**src/pkg/wdt_consts.svh**
```systemverilog
// Constants of the 16-bit supervision timer: offsets, resets, widths.
// Assumes inclusion by bare name from packages and modules alike.
`ifndef WDT_CONSTS_SVH
`define WDT_CONSTS_SVH

// ==========================================================
// Register offsets (byte addresses on the 32-bit register port)
`define WDT_OFS_LOAD      8'h60
`define WDT_OFS_VALUE     8'h64
`define WDT_OFS_CTRL      8'h68
`define WDT_OFS_CLEAR     8'h6C
`define WDT_OFS_CAPTURE   8'h70

// ==========================================================
// Widths
`define WDT_ADDR_W        8
`define WDT_DATA_W        32
`define WDT_CNT_W         16
`define WDT_CTRL_W        9
`define WDT_LFSR_W        8
`define WDT_PRE_W         8

// ==========================================================
// Reset values and fixed patterns
`define WDT_LOAD_RST      16'h03D7
`define WDT_CTRL_RST      9'h000
`define WDT_CNT_ZERO      16'h0000
`define WDT_CNT_ONE       16'h0001
`define WDT_CNT_FULL      16'hFFFF
`define WDT_LFSR_RST      8'h00
`define WDT_LFSR_TAPS     8'h63
`define WDT_CTRL_PAD      23'h000000
`define WDT_CNT_PAD       16'h0000
`define WDT_RDATA_ZERO    32'h00000000

// ==========================================================
// Prescaler selections and terminal counts
`define WDT_DIV_1         2'h0
`define WDT_DIV_16        2'h1
`define WDT_DIV_256       2'h2
`define WDT_PRE_TC_1      8'h00
`define WDT_PRE_TC_16     8'h0F
`define WDT_PRE_TC_256    8'hFF
`define WDT_PRE_ZERO      8'h00
`define WDT_PRE_ONE       8'h01

// Longest watchdog timeout in seconds, divide-by-256 and full load
`define WDT_MAX_TIMEOUT_S 512

`endif

```
**src/pkg/wdt_pkg.sv**
```systemverilog
// Types shared by the supervision timer modules.
// Assumes wdt_consts.svh on the include path.
`include "wdt_consts.svh"

package wdt_pkg;

    // ==========================================================
    // Control register fields, bit 8 down to bit 0
    typedef struct packed {
        logic       count_up;
        logic       enable;
        logic       periodic;
        logic       wdt_mode;
        logic       secure;
        logic [1:0] prescale;
        logic       irq_sel;
        logic       powerdown_halt;
    } watchdog_control_t;

    // ==========================================================
    // Register port request
    typedef struct packed {
        logic [`WDT_ADDR_W-1:0] addr;
        logic [`WDT_DATA_W-1:0] wdata;
        logic                   wr;
        logic                   rd;
    } reg_req_t;

endpackage

```
**src/rtl/osc_prescaler.sv**
```systemverilog
// Oscillator pin synchroniser, debug-halt synchroniser and prescaler.
// Assumes a free-running 32.768 kHz square wave on osc_pin, far slower than clk_sys.
`timescale 1ns/100ps

module osc_prescaler
    import wdt_pkg::*;
(
    // Clock and reset
    input  wire logic       clk_sys,
    input  wire logic       srst,
    input  wire logic       ce,
    // Asynchronous pins
    input  wire logic       osc_pin,
    input  wire logic       jtag_halt_pin,
    // Control
    input  wire logic       hold,
    input  wire logic [1:0] div_sel,
    // Results
    output logic            jtag_halt,
    output logic            tick
);
    import wdt_pkg::*;

    // ==========================================================
    // Three-stage synchronisers, one per pin
    logic [1:0] pin_in;
    logic [1:0] s1_ff;
    logic [1:0] s2_ff;
    logic [1:0] s3_ff;
    logic [1:0] lvl_ff;
    logic       osc_prev_ff;
    logic [`WDT_PRE_W-1:0] pre_ff;
    logic [`WDT_PRE_W-1:0] pre_tc;
    logic       osc_rise;

    assign pin_in = {jtag_halt_pin, osc_pin};

    genvar gi;
    generate
        for (gi = 0; gi < 2; gi = gi + 1) begin : g_sync
            // A level change counts only once stages two and three agree
            always_ff @(posedge clk_sys) begin
                if (srst) begin
                    s1_ff[gi]  <= 1'b0;
                    s2_ff[gi]  <= 1'b0;
                    s3_ff[gi]  <= 1'b0;
                    lvl_ff[gi] <= 1'b0;
                end else if (ce) begin
                    s1_ff[gi] <= pin_in[gi];
                    s2_ff[gi] <= s1_ff[gi];
                    s3_ff[gi] <= s2_ff[gi];
                    if (s2_ff[gi] == s3_ff[gi]) begin
                        lvl_ff[gi] <= s3_ff[gi];
                    end
                end
            end
        end
    endgenerate

    assign jtag_halt = lvl_ff[1];

    // ==========================================================
    // Prescaler on oscillator rising edges
    always_ff @(posedge clk_sys) begin
        if (srst) begin
            osc_prev_ff <= 1'b0;
        end else if (ce) begin
            osc_prev_ff <= lvl_ff[0];
        end
    end

    assign osc_rise = lvl_ff[0] & ~osc_prev_ff;

    always_comb begin
        case (div_sel)
            `WDT_DIV_1:   pre_tc = `WDT_PRE_TC_1;
            `WDT_DIV_16:  pre_tc = `WDT_PRE_TC_16;
            default:      pre_tc = `WDT_PRE_TC_256;
        endcase
    end

    // Held prescaler keeps its phase so a halted count resumes cleanly
    always_ff @(posedge clk_sys) begin
        if (srst) begin
            pre_ff <= `WDT_PRE_ZERO;
        end else if (ce && osc_rise && !hold) begin
            pre_ff <= (pre_ff >= pre_tc) ? `WDT_PRE_ZERO : pre_ff + `WDT_PRE_ONE;
        end
    end

    assign tick = ce & osc_rise & ~hold & (pre_ff >= pre_tc);

endmodule

```
**src/rtl/watchdog_timer_16bit.sv**
```systemverilog
// 16-bit supervision timer: normal counter or protected watchdog.
// Assumes srst is the power-on reset; other system resets arrive on soft_rst.
//
// Contract
// - Control register selects normal counting mode or watchdog mode.
// - Counter reloads from load register on overflow with periodic bit 6 set, and after an accepted clear write.
// - Normal mode is a 16-bit counter on 32.768 kHz divided 1, 16 or 256.
// - Capture count value on an event only when interrupt enable bit set.
// - Setting control bit 5 enters watchdog mode.
// - Watchdog mode counts down from the load value to zero.
// - Longest timeout 512 s with divide-by-256 and full-scale load.
// - Expiry at zero raises reset or interrupt, chosen by control bit 1.
// - Writing any value to clear reloads counter and starts a new period, except a mismatch under secure clear.
// - Watchdog mode write-protects load and control registers.
// - Only power-on reset clears protection and watchdog configuration.
// - Other resets leave the watchdog counting.
// - Counter halts while the debugger holds the processor.
// - Counter runs in power-down unless control bit 0 is set.
// - Interrupt-select set gives interrupt at expiry, clear gives reset.
// - Load register is 16 bits and resets to 0x03D7.
// - Secure clear compares writes with an 8-bit LFSR seeded before entry.
// - Matching write advances LFSR at reload; mismatch resets immediately.
`timescale 1ns/100ps

module watchdog_timer_16bit
    import wdt_pkg::*;
(
    // Clock, reset, enable
    input  wire logic                   clk_sys,
    input  wire logic                   srst,
    input  wire logic                   ce,
    input  wire logic                   soft_rst,
    // Register port
    input  wire wdt_pkg::reg_req_t      reg_req,
    output logic [`WDT_DATA_W-1:0]      reg_rdata,
    // Pins from outside the clock domain
    input  wire logic                   osc_pin,
    input  wire logic                   jtag_halt_pin,
    // System status on clk_sys
    input  wire logic                   pd_active,
    input  wire logic                   capture_event,
    input  wire logic                   capture_irq_en,
    // Watchdog results
    output logic                        wdt_reset,
    output logic                        wdt_irq
);
    import wdt_pkg::*;

    // ==========================================================
    // State
    watchdog_control_t            ctrl_ff;
    logic [`WDT_CNT_W-1:0]        load_ff;
    logic [`WDT_CNT_W-1:0]        count_ff;
    logic [`WDT_CNT_W-1:0]        nxt_count;
    logic [`WDT_CNT_W-1:0]        cap_ff;
    logic [`WDT_LFSR_W-1:0]       lfsr_ff;
    logic [`WDT_LFSR_W-1:0]       nxt_lfsr;
    logic [`WDT_DATA_W-1:0]       rdata_ff;
    logic                         rst_ff;
    logic                         irq_ff;

    // ==========================================================
    // Decode
    logic wr_load;
    logic wr_ctrl;
    logic svc_wr;
    logic secure_act;
    logic svc_bad;
    logic svc_ok;
    logic halt;
    logic jtag_halt;
    logic tick;
    logic step;
    logic expire;
    logic ovf;

    assign wr_load    = reg_req.wr && (reg_req.addr == `WDT_OFS_LOAD);
    assign wr_ctrl    = reg_req.wr && (reg_req.addr == `WDT_OFS_CTRL);
    assign svc_wr     = ce && reg_req.wr && (reg_req.addr == `WDT_OFS_CLEAR);
    assign secure_act = ctrl_ff.wdt_mode & ctrl_ff.secure;
    // Zero never matches, so under a zero seed every clear write ends in a reset
    assign svc_bad    = svc_wr && secure_act &&
                        ((reg_req.wdata[`WDT_LFSR_W-1:0] != lfsr_ff) ||
                         (reg_req.wdata[`WDT_LFSR_W-1:0] == `WDT_LFSR_RST));
    assign svc_ok     = svc_wr && !svc_bad;

    // Debug hold and optional power-down stop freeze the count
    assign halt = jtag_halt | (pd_active & ctrl_ff.powerdown_halt);

    osc_prescaler u_osc_prescaler (
        .clk_sys       (clk_sys),
        .srst          (srst),
        .ce            (ce),
        .osc_pin       (osc_pin),
        .jtag_halt_pin (jtag_halt_pin),
        .hold          (halt),
        .div_sel       (ctrl_ff.prescale),
        .jtag_halt     (jtag_halt),
        .tick          (tick)
    );

    // Watchdog mode runs regardless of the enable bit
    assign step   = tick & (ctrl_ff.wdt_mode | ctrl_ff.enable);
    assign expire = step & ctrl_ff.wdt_mode & (count_ff == `WDT_CNT_ZERO);
    assign ovf    = step & ~ctrl_ff.wdt_mode &
                    (ctrl_ff.count_up ? (count_ff == `WDT_CNT_FULL) : (count_ff == `WDT_CNT_ZERO));

    // ==========================================================
    // Control and load registers; only the power-on reset unlocks
    always_ff @(posedge clk_sys) begin
        if (srst) begin
            ctrl_ff <= `WDT_CTRL_RST;
        end else if (ce && wr_ctrl && !ctrl_ff.wdt_mode) begin
            ctrl_ff <= reg_req.wdata[`WDT_CTRL_W-1:0];
        end
    end

    always_ff @(posedge clk_sys) begin
        if (srst) begin
            load_ff <= `WDT_LOAD_RST;
        end else if (ce && wr_load && !ctrl_ff.wdt_mode) begin
            load_ff <= reg_req.wdata[`WDT_CNT_W-1:0];
        end
    end

    // ==========================================================
    // Counter; soft_rst deliberately has no effect here
    always_comb begin
        nxt_count = count_ff;
        if (svc_ok) begin
            nxt_count = load_ff;
        end else if (step) begin
            if (ctrl_ff.wdt_mode) begin
                nxt_count = expire ? load_ff : count_ff - `WDT_CNT_ONE;
            end else if (ovf && ctrl_ff.periodic) begin
                nxt_count = load_ff;
            end else if (ctrl_ff.count_up) begin
                nxt_count = count_ff + `WDT_CNT_ONE;
            end else begin
                nxt_count = count_ff - `WDT_CNT_ONE;
            end
        end
    end

    always_ff @(posedge clk_sys) begin
        if (srst) begin
            count_ff <= `WDT_LOAD_RST;
        end else if (ce) begin
            count_ff <= nxt_count;
        end
    end

    // ==========================================================
    // Secure-clear LFSR, Galois form of x8+x6+x5+x+1
    assign nxt_lfsr = {lfsr_ff[`WDT_LFSR_W-2:0], 1'b0} ^ (lfsr_ff[`WDT_LFSR_W-1] ? `WDT_LFSR_TAPS : `WDT_LFSR_RST);

    always_ff @(posedge clk_sys) begin
        if (srst) begin
            lfsr_ff <= `WDT_LFSR_RST;
        end else if (svc_wr && !ctrl_ff.wdt_mode) begin
            lfsr_ff <= reg_req.wdata[`WDT_LFSR_W-1:0];
        end else if (svc_ok && secure_act) begin
            lfsr_ff <= nxt_lfsr;
        end
    end

    // ==========================================================
    // Capture in normal mode
    always_ff @(posedge clk_sys) begin
        if (srst) begin
            cap_ff <= `WDT_CNT_ZERO;
        end else if (ce && capture_event && capture_irq_en && !ctrl_ff.wdt_mode) begin
            cap_ff <= count_ff;
        end
    end

    // ==========================================================
    // Reset pulse and interrupt flag; a new event beats a same-cycle clear
    always_ff @(posedge clk_sys) begin
        if (srst) begin
            rst_ff <= 1'b0;
        end else if (ce) begin
            rst_ff <= (expire & ~ctrl_ff.irq_sel) | svc_bad;
        end
    end

    always_ff @(posedge clk_sys) begin
        if (srst) begin
            irq_ff <= 1'b0;
        end else if (ce) begin
            irq_ff <= (expire & ctrl_ff.irq_sel) | ovf | (irq_ff & ~svc_wr & ~soft_rst);
        end
    end

    assign wdt_reset = rst_ff;
    assign wdt_irq   = irq_ff;

    // ==========================================================
    // Read port: data only in the cycle after the strobe
    always_ff @(posedge clk_sys) begin
        if (srst) begin
            rdata_ff <= `WDT_RDATA_ZERO;
        end else if (ce) begin
            rdata_ff <= `WDT_RDATA_ZERO;
            if (reg_req.rd) begin
                case (reg_req.addr)
                    `WDT_OFS_LOAD:    rdata_ff <= {`WDT_CNT_PAD, load_ff};
                    `WDT_OFS_VALUE:   rdata_ff <= {`WDT_CNT_PAD, count_ff};
                    `WDT_OFS_CTRL:    rdata_ff <= {`WDT_CTRL_PAD, ctrl_ff};
                    `WDT_OFS_CAPTURE: rdata_ff <= {`WDT_CNT_PAD, cap_ff};
                    default:          rdata_ff <= `WDT_RDATA_ZERO;
                endcase
            end
        end
    end

    assign reg_rdata = rdata_ff;
endmodule

```
**config.mk**
```make
export PLATFORM = sky130hd
export DESIGN_NAME = watchdog_timer_16bit
export DESIGN_NICKNAME = d
export VERILOG_FILES = /design/src/pkg/wdt_pkg.sv /design/src/rtl/osc_prescaler.sv /design/src/rtl/watchdog_timer_16bit.sv
export VERILOG_INCLUDE_DIRS = /design/src /design/src/pkg
export SDC_FILE = /design/constraint.sdc
export NUM_CORES = 1
export LEC_CHECK = 0
export ABC_AREA = 1
export ABC_CLOCK_PERIOD_IN_PS = 2000
export BUFFER_PORTS_ARGS = -buffer_cell sky130_fd_sc_hd__buf_2
export CAP_MARGIN = 10
export CORE_AREA = 2 2 110 112
export CTS_CLUSTER_SIZE = 40
export DETAILED_ROUTE_END_ITERATION = 7
export DIE_AREA = 0 0 112 114
export GPL_TIMING_DRIVEN = 1
export PLACE_DENSITY = 0.76
export SLEW_MARGIN = 20
export SYNTH_ARGS = -nofsm -noshare
export SYNTH_HDL_FRONTEND = slang
export SYNTH_SLANG_ARGS = --single-unit
```
**constraint.sdc**
```tcl
create_clock -name clk_sys -period 2 [get_ports clk_sys]
set_input_delay 0.4 -clock clk_sys [delete_from_list [all_inputs] [get_ports clk_sys]]
set_output_delay 0.4 -clock clk_sys [all_outputs]
set_load 0.005 [all_outputs]
```
Word-level counts from Yosys, hierarchy flattened
Cells that the tools add are included.
{"block": "totals", "register_bits": 116, "inputBits": 51, "out_inout_bits": 34, "elab_cells": 111}
{"block": "op_classes", "add_sub_neg": 3, "order_cmp": 1, "eq_ne": 10, "mux": 14, "n_bitwise": 27, "reduce_logical": 31}
{"op": "two-way mux 16 bit", "count": 7}
{"op": "case mux 16 bit (4 select lines)", "count": 1}
{"op": "== test 8 x 7 -> 1 bit (second input constant)", "count": 5}
{"op": "two-way mux 8 bit", "count": 3}
{"op": "logical AND 1 bit", "count": 19}
{"op": "adder 16 x 1 -> 16 bit (second input constant)", "count": 1}
{"op": "== test 16 bit (second input constant)", "count": 1}
{"op": "logical NOT 16 bit", "count": 1}
{"op": "case mux 8 bit (2 select lines)", "count": 1}
{"op": "subtractor 16 x 1 -> 16 bit (second input constant)", "count": 1}
{"op": "bitwise AND 1 bit", "count": 15}
{"op": "adder 8 x 1 -> 8 bit (second input constant)", "count": 1}
{"op": "greater-or-equal comparator 8 bit", "count": 1}
{"op": "logical NOT 8 bit", "count": 1}
{"op": "!= test 8 bit", "count": 1}
{"op": "bitwise XOR 8 x 7 -> 8 bit", "count": 1}
{"op": "two-way mux 7 bit", "count": 1}
{"op": "NOT 1 bit", "count": 6}
{"op": "AND reduction 2 bit", "count": 3}
{"op": "OR 1 bit", "count": 5}
{"op": "nonzero test 2 bit", "count": 2}
{"op": "logical NOT 1 bit", "count": 3}
{"op": "== test 1 bit", "count": 2}
{"op": "== test 2 x 1 -> 1 bit (second input constant)", "count": 1}
{"op": "other kinds (3)", "count": 3}

Longest topological paths before layout
Gate-level depths: netlist of the first run.
{"block": "depth", "depth_word": 13, "mapped_depth": 18, "ltp_nobuf": 17}

Cells and area by module
A second synthesis of the first run with hierarchy kept.
{"block": "hier_totals", "hier_cells": 1007, "hier_area_um2": 6278.5}
{"mod": "watchdog_timer_16bit", "n_inst": 1, "cells_per_inst": 884, "area_per_inst_um2": 5395.2, "seq_area_each_um2": 1661.6}
{"mod": "osc_prescaler", "n_inst": 1, "cells_per_inst": 123, "area_per_inst_um2": 883.3, "seq_area_each_um2": 340.3}

Worst setup path before layout of the first run
OpenSTA, ideal clock, no wires.
{"block": "synth_timing", "path_kind": "register -> register", "start": "register count_ff[0]", "end": "register count_ff[3]", "setup_time_ps": 109, "arrival_time_ps": 1846, "t_required_ps": 1891, "setup_slack_ps": 45, "path_stages_with_launch": 19, "n_path_buf": 1, "period_less_slack_ps": 1955, "path_cell_list": "dfxtp_1 inv_1 ha_1 nand2_1 nor2_1 nand2_1 inv_1 nand3_2 nand2_1 nand2_1 nor2_1 nand3_2 buf_6 nand3_1 nand2_1 nand2_1 nand3_1 nand2_1 inv_1"}
{"block": "synth_via", "elab_chain_cells": 8, "word_cells_on_any_way": 14, "classes_between": "add/sub (2); eq/ne (1); mux (7); bitwise (2); reduce/logical (2)"}
{"item": "start: declaration", "line_no": "watchdog_timer_16bit.sv:53", "rtl": "logic [`WDT_CNT_W-1:0] count_ff;"}
{"item": "start signal: assignment", "line_no": "watchdog_timer_16bit.sv:147", "rtl": "count_ff <= `WDT_LOAD_RST;"}
{"item": "start signal: assignment", "line_no": "watchdog_timer_16bit.sv:149", "rtl": "count_ff <= nxt_count;"}
{"item": "branches (longest 5 deep; another with subtractor 16 x 1 -> 16 bit)"}
{"item": "two-way mux 16 bit *", "line_no": "watchdog_timer_16bit.sv:133", "rtl": "if (ctrl_ff.wdt_mode) begin"}
{"item": "two-way mux 16 bit *", "line_no": "watchdog_timer_16bit.sv:132", "rtl": "end else if (step) begin"}
{"item": "two-way mux 16 bit *", "line_no": "watchdog_timer_16bit.sv:130", "rtl": "if (svc_ok) begin"}
Every way passes the cells marked *. The select of a mux whose other input is x is not followed.
A chain may end at the register's enable or synchronous reset.

Worst setup path in the final report of the first run
{"block": "layout_timing", "start": "register ctrl_ff[3] (netlist name)", "end": "register count_ff[1]"}
{"block": "layout_via", "elab_chain_cells": 12, "word_cells_on_any_way": 18, "classes_between": "order compare (1); eq/ne (1); mux (6); bitwise (6); reduce/logical (4)"}
{"item": "start: declaration", "line_no": "watchdog_timer_16bit.sv:51", "rtl": "watchdog_control_t ctrl_ff;"}
{"item": "start signal: assignment", "line_no": "watchdog_timer_16bit.sv:112", "rtl": "ctrl_ff <= `WDT_CTRL_RST;"}
{"item": "start signal: assignment", "line_no": "watchdog_timer_16bit.sv:114", "rtl": "ctrl_ff <= reg_req.wdata[`WDT_CTRL_W-1:0];"}
{"item": "== test 2 x 1 -> 1 bit or logical NOT 2 bit (tied branches)", "line_no": "osc_prescaler.sv:75", "rtl": "case (div_sel)"}
{"item": "case mux 8 bit (2 select lines) *", "line_no": "osc_prescaler.sv:75"}
{"item": "greater-or-equal comparator 8 bit *", "line_no": "osc_prescaler.sv:91", "rtl": "assign tick = ce & osc_rise & ~hold & (pre_ff >= pre_tc);"}
{"item": "bitwise AND 1 bit *", "line_no": "osc_prescaler.sv:91"}
{"item": "bitwise AND 1 bit *", "line_no": "watchdog_timer_16bit.sv:103", "rtl": "assign step = tick & (ctrl_ff.wdt_mode | ctrl_ff.enable);"}
{"item": "bitwise AND 1 bit (2 in series)", "line_no": "watchdog_timer_16bit.sv:105", "rtl": "assign ovf = step & ~ctrl_ff.wdt_mode &"}
{"item": "logical AND 1 bit", "line_no": "watchdog_timer_16bit.sv:135", "rtl": "end else if (ovf && ctrl_ff.periodic) begin"}
{"item": "two-way mux 16 bit", "line_no": "watchdog_timer_16bit.sv:135"}
{"item": "two-way mux 16 bit", "line_no": "watchdog_timer_16bit.sv:133"}
{"item": "two-way mux 16 bit", "line_no": "watchdog_timer_16bit.sv:132"}
{"item": "two-way mux 16 bit", "line_no": "watchdog_timer_16bit.sv:130"}
Mark *: on every way between the ends. The rest lies on a longest branch, timed or not. The select of a mux whose other input is x is not followed.

==> key figures, run 1 <==
Global route
  – First-pass GRT wire length: 28.9 mm
  – Largest net degree at the start of global routing: 39
  – Initial antenna violation count: 0
  – Vias in the first global route: 6,102
  – Remaining Overflow, GRT: 0
  – Total GRT Usage: 0.280

Worst setup path
  – CP Capture Type: register
  – CP most frequent cell: nand2_1
  – Critical Path Source Type: register
  – Type of the worst setup path: register to register
  – Crit path DAT: 2.38 ns
  – Largest stage delay, worst path: 0.40 ns
  – CP max-delay cell: dfxtp_4
  – Required time worst endpoint: 2.23 ns
  – FF-to-FF path depth: 17
  – CP Max Fanout: 5
  – Critical Path, Cell by Cell: nor2_4 -> ha_4 -> nand2_2 -> o21ai_2 -> nand2_1 -> nand2_2 -> nand2_2 -> nand2_4 -> buf_12 -> nand3_4 -> buf_6 -> o211ai_1 -> nand2_1 -> inv_1 -> nand2_1 -> nand2_1 -> nand3_1

Finish
  – Fill cell count: 1,009
  – # diodes: 0
  – Most common cell after layout, fill and taps aside: nand2_1
  – Finished Layout Cells: 1,216
  – Nets: 1,123
  – Final instance area: 7780 um^2
  – Proportion of layout cells with a drive suffix above 1: 0.256
  – Commonest cells after routing, fill and taps aside: nand2_1, buf_4, dfxtp_1
  – Layout area overhead: 30.7%

Floorplan
  – IO Pins: 85
  – FP Rows: 40
  – Die X: 112 um
  – Core area: 11,700 um^2
  – Initial Utilization: 0.508
  – Die height: 114 um
  – Die ar.: 12,800 um^2

Power
  – Static Leak: 3.65 nW
  – Peak VDD IR: 0.000447 V
  – Power Dens Cells: 519 nW/um^2
  – Power Total: 4.04 mW

Clock tree
  – CTS tree: built
  – H-tree depth: 3
  – Clk_lat worst skew: 0.36 ns
  – Clock root buffer: clkbuf_16
  – TritonCTS buffer count: 9
  – CTS max path bufs: 2
  – Worst-path clk slew: 0.07 ns
  – Cts hold-fix bufs: 0
  – Clock sink total: 100

Yosys
  – Mapped Area: 5950 um^2
  – Register area share after synthesis: 0.336
  – Syn Area/Cell: 6.56 um^2
  – Ys async rst share: 0
  – Synthesized flop and latch total: 100
  – Cells after Synth: 907
  – Netlist cell types: 45
  – EDFF count, synth: 0
  – Top FF cell, synth: dfxtp_1
  – Yosys warns: 0

Timing
  – Clock Skews: 0.0124 ns
  – Slew Viols, Final: 0
  – Hold violation count in the final report: 0
  – RSZ-0062 raised after global routing: yes
  – Hold_ws: 0.270 ns
  – Final min period: 2.15 ns
  – Final count of negative-setup-slack endpoints: 16
  – Fmax: 465 MHz
  – Final period utilization: 1.08
  – Setup ws final: -0.151 ns

Routing
  – Drt wl/cell: 15.3 um
  – Via count: 6,636
  – Drc violations: 0
  – Antenna Nets Post-Route: 0
  – First drt pass iteration count: 6
  – Final WL: 18.7 mm
  – Via density: 5.46
  – First DRT Iteration DRCs: 623

Outcome
  – Outcome: finished with violations
  – Failing checks: negative setup slack

Place
  – Placed cell count: 1,191
  – Worst slack, placed: -0.260 ns
  – Gpl congestion: 0.958
  – Placed Instance Area: 7110 um^2
  – Post-DP HPWL: 13.3 mm
  – PortBufs: 52

Worst hold path
  – WHS Path Cells: 3
  – Worst hold path class: primary input to register

Flow run
  – Max-Cap Viols: 0
synth_stat cells, drive strengths merged, types with 5 or more instances:
library cell  count  share of area
xor2             26          0.038
nand4             9         0.0095
o211ai           12          0.015
a21oi            73          0.062
or2               5         0.0053
nor2             66          0.043
o21ai           106          0.090
o221ai            6         0.0088
buf              31          0.037
nand3            64          0.059
a31oi            11          0.012
nand2           228           0.15
clkbuf           27          0.018
inv              97          0.061
dfxtp           100           0.34
nor3             13          0.014
ha                8          0.017
metrics by stage:
stage / setup TNS, ns / util
after detailed placement: -9.36 / 0.607
after floorplan: 0 / -
after global placement: -7.44 / 0.607
final: -1.71 / 0.664
after CTS: -1.48 / 0.637
after global routing: -4.22 / 0.664
sequential cells by signal, indices dropped and copies added (netlist names), 2 cells and up:
signal                  cells
cap_ff                     16
count_ff                   16
ctrl_ff                     9
lfsr_ff                     8
load_ff                    16
reg_rdata                  16
u_osc_prescaler.pre_ff      8
u_osc_prescaler.s1_ff       2
u_osc_prescaler.s2_ff       2
u_osc_prescaler.s3_ff       2
power by group:
part | leakage [nW] | total, mW | switching, mW | internal, mW
clock network | 0.142 | 1.77 | 0.885 | 0.881
registers | 0.811 | 2.03 | 0.0143 | 2.02
logic | 2.69 | 0.244 | 0.145 | 0.0984
total | 3.65 | 4.04 | 1.04 | 3.00
critical path: cells and delay by family, from the launching register on:
family	cells	cell delay, ns
adder cells (fa/ha/maj)	1	0.26
buffers and inverters	3	0.34
AND/OR/NAND/NOR	11	0.77
AO/OA/AOI/OAI	2	0.22
flip-flops	1	0.40
worst paths after layout:
path                                     from                       end  slack, ns
worst max-delay path               ctrl_ff[3]               count_ff[1]      -0.15
worst min-delay path                  osc_pin  u_osc_prescaler.s1_ff[0]       0.27
worst max register to register     ctrl_ff[3]               count_ff[1]      -0.15
worst min register to register  reg_rdata[12]             reg_rdata[12]       0.47
area by class of cell:
class,instances,area (um^2),share of cell area
Multi-Input combinational cell,664,3560,0.458
Sequential cell,100,2010,0.258
Inverter,100,380,0.0489
Tap cell,147,184,0.0236
Timing Repair Buffer,189,1360,0.174
Clock inverter,7,67.6,0.00869
Clock buffer,9,225,0.0290
layer usage:
| layer | vias up | track usage | part of all wire |
|---|---|---|---|
| li1 | 3266 | - | - |
| met1 | 3052 | 0.369 | 0.43 |
| met2 | 281 | 0.471 | 0.46 |
| met3 | 37 | 0.0484 | 0.085 |
| met4 | 0 | 0.0902 | 0.017 |
| met5 | - | 0 | 0 |
timing repair:
action | CTS | global route
pin swaps | 3 | 34
gates resized for setup | 16 | 54
setup buffers | 0 | 8
cloned | 0 | 1
setup endpoints to repair | 20 | 32
kinds of logic (layout without fill, tap and decap cells):
logic type,after synthesis,after routing,share of synthesized area
compound gates,217,217,0.199
xor+xnor,28,28,0.0412
fa+ha+maj,8,8,0.0168
buf+inv,158,305,0.118
flops,100,100,0.336
mux,1,1,0.00168
other cells,1,16,0.000630
simple gates,394,394,0.286
Power figures use the tool's default switching activity.
==> inputs of run 2 (changes only) <==
Settings changed: CORE_AREA 2 2 110 112 to 2 2 158 160, DIE_AREA 0 0 112 114 to 0 0 160 162, GPL_TIMING_DRIVEN 1 to default, PLACE_DENSITY 0.76 to default, REMOVE_ABC_BUFFERS from default to 1.
==> run 2 against run 1 <==
Flip-flop and latch count stayed put. Setup slack gained 0.084 ns. Register-to-register slack improved by 0.08 ns. First-iteration DRC count is 48% lower. Critical path type unchanged. Largest cell class unchanged. Combinational power is essentially flat. Utilization shrank 33 points. Sequential power hardly changed. Clock power increased by 6%. Sequential share of layout area down 0.65 points. The flow still finishes with violations (negative setup slack). Cell count grew 15%. Via count down 4.3%.
==> key figures, run 2 (synthesis results as in run 1) <==
Outcome
  – Outcome: finished with violations (unchanged)
  – Failing checks: negative setup slack (unchanged)

Finish
  – Finished Layout Cells: 1,394 (was 1,216)
  – Final instance area: 7980 um^2 (was 7780 um^2)
  – Fill cell count: 2,690 (was 1,009)
  – Most common cell after layout, fill and taps aside: nand2_1 (unchanged)
  – Proportion of layout cells with a drive suffix above 1: 0.249 (was 0.256)
  – # diodes: 0 (unchanged)
  – Layout area overhead: 34.1% (was 30.7%)
  – Commonest cells after routing, fill and taps aside: nand2_1, buf_4, dfxtp_1 (unchanged)
  – Fin util: 0.331 (was 0.664)
  – Nets: 1,124 (was 1,123)

Timing
  – Fmax: 484 MHz (was 465 MHz)
  – Slew Viols, Final: 0 (unchanged)
  – Final count of negative-setup-slack endpoints: 16 (unchanged)
  – Final period utilization: 1.03 (was 1.08)
  – RSZ-0062 raised after global routing: yes (unchanged)
  – Final min period: 2.07 ns (was 2.15 ns)
  – Setup ws final: -0.0672 ns (was -0.151 ns)
  – Clock Skews: 0.00807 ns (was 0.0124 ns)
  – Hold violation count in the final report: 0 (unchanged)

Place
  – Placed cell count: 1,370 (was 1,191)
  – Placed Instance Area: 7380 um^2 (was 7110 um^2)
  – Post-DP HPWL: 14.1 mm (was 13.3 mm)
  – PortBufs: 52 (unchanged)
  – Gpl congestion: 0.886 (was 0.958)

Worst setup path
  – Crit path DAT: 2.32 ns (was 2.38 ns)
  – Flop2flop setup slack: -0.07 ns (was -0.15 ns)
  – Critical Path Source Type: register (unchanged)
  – CP delay by family, top: simple AND/OR/NAND/NOR gates (unchanged)
  – Critical Path, Cell by Cell: inv_6 -> ha_4 -> nand4_1 -> nor2_1 -> nand2_2 -> nand2_4 -> nand3_4 -> nor2_4 -> nand3_4 -> buf_4 -> nand3_1 -> a21oi_1 -> o21ai_1 -> nand2_1 (was nor2_4 -> ha_4 -> nand2_2 -> o21ai_2 -> nand2_1 -> nand2_2 -> nand2_2 -> nand2_4 -> buf_12 -> nand3_4 -> buf_6 -> o211ai_1 -> nand2_1 -> inv_1 -> nand2_1 -> nand2_1 -> nand3_1)
  – Bufs and invs on worst path: 2 (was 3)
  – Required time worst endpoint: 2.25 ns (was 2.23 ns)
  – Worst r2r src: ctrl_ff[3] (unchanged)
  – CP Max Fanout: 4 (was 5)
  – CP most frequent cell: nand3_4 (was nand2_1)
  – CP max-delay cell: dfxtp_4 (unchanged)
  – Type of the worst setup path: register to register (unchanged)
  – FF-to-FF path depth: 14 (was 17)
  – Worst Setup SP: ctrl_ff[3] (unchanged)
  – Largest stage delay, worst path: 0.41 ns (was 0.40 ns)
  – CP Capture Type: register (unchanged)
  – End of the worst register-to-register path: count_ff[8] (was count_ff[1])

Power
  – Combinational share of power: 0.058 (was 0.060)
  – Switching power: 0.988 mW (was 1.04 mW)
  – Power Dens Cells: 519 nW/um^2 (about the same)
  – Static Leak: 3.64 nW (was 3.65 nW)
  – Sequential Power Share: 0.490 (was 0.503)
  – Sw Ratio: 0.238 (was 0.259)
  – Power Total: 4.15 mW (was 4.04 mW)
  – Peak VDD IR: 0.000445 V (was 0.000447 V)
  – Pint: 3.16 mW (was 3.00 mW)
  – Clk pwr share: 0.452 (was 0.437)

Clock tree
  – Clock sink total: 100 (unchanged)
  – TritonCTS buffer count: 9 (unchanged)
  – H-tree depth: 3 (unchanged)
  – Clock root buffer: clkbuf_16 (unchanged)
  – Worst-path clk slew: 0.07 ns (about the same)
  – CTS max path bufs: 2 (unchanged)
  – CTS tree: built (unchanged)
  – Cts hold-fix bufs: 0 (unchanged)
  – Clk_lat worst skew: 0.36 ns (about the same)

Worst hold path
  – WHS Path Cells: 3 (unchanged)
  – Hold Path Origin: osc_pin (unchanged)
  – WHS Endpoint: u_osc_prescaler.s1_ff[0] (unchanged)
  – Worst hold path class: primary input to register (unchanged)

Global route
  – Initial antenna violation count: 0 (unchanged)
  – Remaining Overflow, GRT: 0 (unchanged)
  – First-pass GRT wire length: 30.1 mm (was 28.9 mm)
  – Largest net degree at the start of global routing: 48 (was 39)
  – Vias in the first global route: 5,864 (was 6,102)
  – Total GRT Usage: 0.145 (was 0.280)

Floorplan
  – Core area: 24,100 um^2 (was 11,700 um^2)
  – Die X: 160 um (was 112 um)
  – Die height: 162 um (was 114 um)
  – Initial Utilization: 0.247 (was 0.508)
  – FP Rows: 57 (was 40)
  – IO Pins: 85 (unchanged)
  – Die ar.: 25,900 um^2 (was 12,800 um^2)

Routing
  – Met1 Routed Length: 8.52 mm (was 8.09 mm)
  – Drc violations: 0 (unchanged)
  – First drt pass iteration count: 5 (was 6)
  – Via count: 6,352 (was 6,636)
  – Drt wl/cell: 13.4 um (was 15.3 um)
  – First DRT Iteration DRCs: 326 (was 623)
  – Top sig layer: met4 (unchanged)
  – Via density: 4.56 (was 5.46)
  – Final WL: 18.7 mm (about the same)
  – Metal2 WL: 8.86 mm (was 8.66 mm)
  – Met3 wire length: 922 um (was 1.58 mm)
  – Antenna Nets Post-Route: 0 (unchanged)

Flow run
  – Max-Cap Viols: 0 (unchanged)
[run 2: cell types whose count changed in the layout (fill, tap and decap cells not counted), moves of 2 or more]
| cell | previous run | this run |
|---|---|---|
| a21oi_1 | 68 | 71 |
| a21oi_2 | 4 | 2 |
| buf_12 | 3 | 5 |
| clkbuf_8 | 0 | 2 |
| clkinv_2 | 0 | 3 |
| inv_4 | 2 | 0 |
| inv_8 | 3 | 0 |
| nand3_1 | 53 | 57 |
| nand3_4 | 7 | 4 |
| o21ai_2 | 5 | 3 |
[run 2: what timing repair did]
action | in CTS | in global routing
buffers inserted | 4 | 3
pin swaps | 9 | 10
gates resized for setup | 46 | 13
gates cloned | 1 | 0
setup endpoints to repair | 20 | 24
[run 2: stage by stage]
step                      worst slack [ns]  hold WS, ns  setup TNS [ns]
after CTS                          -0.0639        0.264          -0.600
after floorplan                     -0.282        0.440           -6.69
after detailed placement            -0.263        0.450           -6.42
after global routing                -0.241        0.287           -3.16
after global placement              -0.200        0.451           -4.47
final                              -0.0672        0.269          -0.686
[run 2: area by class of cell]
type / instances / area [um^2] / share of cell area
clock inverters: 5 / 57.6 / 0.00721
inverters: 100 / 382 / 0.0478
flip-flops and latches: 100 / 2010 / 0.251
repair buffers: 190 / 1370 / 0.172
clock buffers: 11 / 253 / 0.0317
well taps: 324 / 405 / 0.0508
multi-input cells: 664 / 3500 / 0.439
[run 2: worst max path at each step]
stage,end,slack (ns),cells past startpoint
2_1_floorplan,count_ff[12],-0.28,9
3_3_place_gp,count_ff[3],-0.20,14
3_5_place_dp,count_ff[14],-0.26,17
4_1_cts,count_ff[10],-0.06,16
5_1_grt,count_ff[10],-0.24,16
6_report,count_ff[8],-0.07,14
[run 2: metal layers]
metal  vias to the layer above  global-route usage
met2                       176               0.249
met1                      2881               0.184
li1                       3268                   -
met4                         0              0.0565
met3                        27              0.0197
met5                         -                   0
[run 2: worst register-to-register path, delay by kind of cell (launching register included)]
kind	cells	cell delay, ns
simple gates	9	0.86
buf+inv	2	0.25
fa+ha+maj	1	0.26
compound gates	2	0.17
flops	1	0.41
[run 2: power by group through the flow]
| stage | Clock (mW) | Sequential, mW | Combinational (mW) |
|---|---|---|---|
| floorplan | 0 | 2.07 | 0.0939 |
| finish | 1.87 | 2.03 | 0.242 |
| global route | 1.99 | 2.03 | 0.270 |
| global placement | 0 | 2.08 | 0.237 |
| CTS | 1.91 | 2.03 | 0.242 |
| detailed placement | 0 | 2.08 | 0.239 |
==> inputs of run 3 (changes only) <==
Settings changed: CELL_PAD_IN_SITES_DETAIL_PLACEMENT from default to 1, CELL_PAD_IN_SITES_GLOBAL_PLACEMENT from default to 2, PLACE_DENSITY_LB_ADDON from default to 0.1.
==> run 3 against run 2 <==
The run still ends with negative setup slack left. Via count rose by 1.6%. Critical endpoint is now count_ff[9]. Cell count rose by 2.5%. Die area did not move. Clock power rose by 7%.
==> key figures, run 3 (synthesis results as in run 1) <==
Outcome
  – Outcome: finished with violations (unchanged)
  – Failing checks: negative setup slack (unchanged)

Timing
  – RSZ-0062 raised after global routing: yes (unchanged)
  – Fmax: 470 MHz (was 484 MHz)
  – Setup TNS Final: -1.34 ns (was -0.686 ns)
  – Final period utilization: 1.06 (was 1.03)
  – Hold violation count in the final report: 0 (unchanged)
  – Clock Skews: 0.00897 ns (was 0.00807 ns)
  – Final min period: 2.13 ns (was 2.07 ns)
  – Setup ws final: -0.126 ns (was -0.0672 ns)
  – Slew Viols, Final: 0 (unchanged)
  – Final count of negative-setup-slack endpoints: 16 (unchanged)
  – Hold_ws: 0.266 ns (was 0.269 ns)

Finish
  – Most common cell after layout, fill and taps aside: nand2_1 (unchanged)
  – Final instance area: 8570 um^2 (was 7980 um^2)
  – Fill cell count: 3,084 (was 2,690)
  – Layout area overhead: 44.0% (was 34.1%)
  – Proportion of layout cells with a drive suffix above 1: 0.309 (was 0.249)
  – Fin util: 0.356 (was 0.331)
  – Commonest cells after routing, fill and taps aside: nand2_1, buf_4, dfxtp_1 (unchanged)
  – Nets: 1,159 (was 1,124)
  – Finished Layout Cells: 1,429 (was 1,394)
  – # diodes: 0 (unchanged)

Floorplan
  – Core area: 24,100 um^2 (unchanged)
  – FP Rows: 57 (unchanged)
  – Die ar.: 25,900 um^2 (unchanged)
  – Die X: 160 um (unchanged)
  – IO Pins: 85 (unchanged)
  – Die height: 162 um (unchanged)
  – Initial Utilization: 0.247 (unchanged)

Worst hold path
  – WHS Path Cells: 3 (unchanged)
  – Hold Path Origin: jtag_halt_pin (was osc_pin)
  – WHS Endpoint: u_osc_prescaler.s1_ff[1] (was u_osc_prescaler.s1_ff[0])
  – Worst hold path class: primary input to register (unchanged)

Worst setup path
  – Worst r2r src: ctrl_ff[3] (unchanged)
  – CP most frequent cell: nand3_4 (unchanged)
  – CP Max Fanout: 6 (was 4)
  – Flop2flop setup slack: -0.13 ns (was -0.07 ns)
  – CP max-delay cell: dfxtp_4 (unchanged)
  – CP Capture Type: register (unchanged)
  – Bufs and invs on worst path: 2 (unchanged)
  – End of the worst register-to-register path: count_ff[9] (was count_ff[8])
  – Critical Path Source Type: register (unchanged)
  – Critical Path, Cell by Cell: inv_6 -> ha_4 -> nand4_1 -> nor2_2 -> nand2_2 -> nand2_4 -> nand3_4 -> nor2_4 -> nand3_4 -> clkbuf_16 -> nand3_2 -> a21oi_2 -> o21ai_1 -> nand2_1 (was inv_6 -> ha_4 -> nand4_1 -> nor2_1 -> nand2_2 -> nand2_4 -> nand3_4 -> nor2_4 -> nand3_4 -> buf_4 -> nand3_1 -> a21oi_1 -> o21ai_1 -> nand2_1)
  – Largest stage delay, worst path: 0.41 ns (about the same)
  – CP delay by family, top: simple AND/OR/NAND/NOR gates (unchanged)
  – Required time worst endpoint: 2.25 ns (about the same)
  – Type of the worst setup path: register to register (unchanged)
  – Crit path DAT: 2.38 ns (was 2.32 ns)
  – FF-to-FF path depth: 14 (unchanged)

Place
  – Post-DP HPWL: 17.8 mm (was 14.1 mm)
  – Placed cell count: 1,398 (was 1,370)
  – Gpl congestion: 0.772 (was 0.886)
  – PortBufs: 52 (unchanged)
  – Placed Instance Area: 7630 um^2 (was 7380 um^2)

Clock tree
  – H-tree depth: 3 (unchanged)
  – Clock sink total: 100 (unchanged)
  – CTS tree: built (unchanged)
  – TritonCTS buffer count: 9 (unchanged)
  – Clock root buffer: clkbuf_16 (unchanged)
  – Cts hold-fix bufs: 0 (unchanged)
  – Worst-path clk slew: 0.08 ns (was 0.07 ns)
  – CTS max path bufs: 2 (unchanged)
  – Clk_lat worst skew: 0.36 ns (about the same)

Routing
  – First DRT Iteration DRCs: 196 (was 326)
  – Via count: 6,453 (was 6,352)
  – First drt pass iteration count: 4 (was 5)
  – Drt wl/cell: 16.3 um (was 13.4 um)
  – Drc violations: 0 (unchanged)
  – Antenna Nets Post-Route: 0 (unchanged)
  – Final WL: 23.3 mm (was 18.7 mm)
  – Via density: 4.52 (was 4.56)

Global route
  – Remaining Overflow, GRT: 0 (unchanged)
  – Largest net degree at the start of global routing: 33 (was 48)
  – First-pass GRT wire length: 37.2 mm (was 30.1 mm)
  – Initial antenna violation count: 0 (unchanged)
  – Vias in the first global route: 6,691 (was 5,864)
  – Total GRT Usage: 0.182 (was 0.145)

Power
  – Static Leak: 3.93 nW (was 3.64 nW)
  – Sw Ratio: 0.241 (was 0.238)
  – Power Dens Cells: 501 nW/um^2 (was 519 nW/um^2)
  – Peak VDD IR: 0.000395 V (was 0.000445 V)
  – Pint: 3.26 mW (was 3.16 mW)
  – Clk pwr share: 0.467 (was 0.452)
  – Combinational share of power: 0.061 (was 0.058)
  – Switching power: 1.04 mW (was 0.988 mW)
  – Sequential Power Share: 0.472 (was 0.490)

Flow run
  – Max-Cap Viols: 0 (unchanged)
[run 3: area by class of cell]
class / count / area, um^2 / share of cell area
Clock buffer: 11 / 243 / 0.0283
Sequential cell: 100 / 2010 / 0.235
Multi-Input combinational cell: 664 / 3700 / 0.431
Tap cell: 324 / 405 / 0.0473
Inverter: 100 / 387 / 0.0451
Timing Repair Buffer: 225 / 1740 / 0.203
Clock inverter: 5 / 85.1 / 0.00993
[run 3: how the worst max path moves through the flow]
| stage | slack [ns] | start | to | cells after the start |
|---|---|---|---|---|
| after floorplan | -0.28 | reg_req[3] | count_ff[12] | 9 |
| after global placement | -0.32 | reg_req[35] | count_ff[13] | 12 |
| after detailed placement | -0.36 | reg_req[35] | count_ff[13] | 12 |
| after CTS | -0.19 | count_ff[1] | count_ff[1] | 15 |
| after global routing | -0.30 | ctrl_ff[3] | count_ff[5] | 16 |
| final | -0.13 | ctrl_ff[3] | count_ff[9] | 14 |
[run 3: power by group through the flow]
stage	Combinational, mW	Sequential, mW	Clock [mW]
2_1_floorplan	0.0939	2.07	0
3_3_place_gp	0.259	2.08	0
3_5_place_dp	0.259	2.08	0
4_1_cts	0.262	2.03	2.07
5_1_grt	0.295	2.03	2.14
6_report	0.263	2.03	2.01
[run 3: tightest hold or removal path: stages]
cell	delay [ns]
buf_2	0.07
nor2_1	0.03
nor2_1	0.08
[run 3: what timing repair did]
item,in CTS,in global routing
cloned,1,1
hold endpoints to repair,0,0
pin swaps,15,44
endpoints found under the setup margin,22,31
setup buffers,5,9
resized for setup,48,69
[run 3: stage by stage]
stage	power (mW)	worst slack (ns)
2_1_floorplan	2.17	-0.282
3_3_place_gp	2.34	-0.321
3_5_place_dp	2.34	-0.357
4_1_cts	4.36	-0.189
5_1_grt	4.47	-0.297
6_report	4.30	-0.126
[run 3: layer usage]
metal / GRT usage / wire, um / vias up
met5: 0 / 0 / -
li1: - / - / 3335
met2: 0.306 / 10800 / 68
met1: 0.255 / 11900 / 3037
met3: 0.0189 / 459 / 13
met4: 0.0364 / 205 / 0
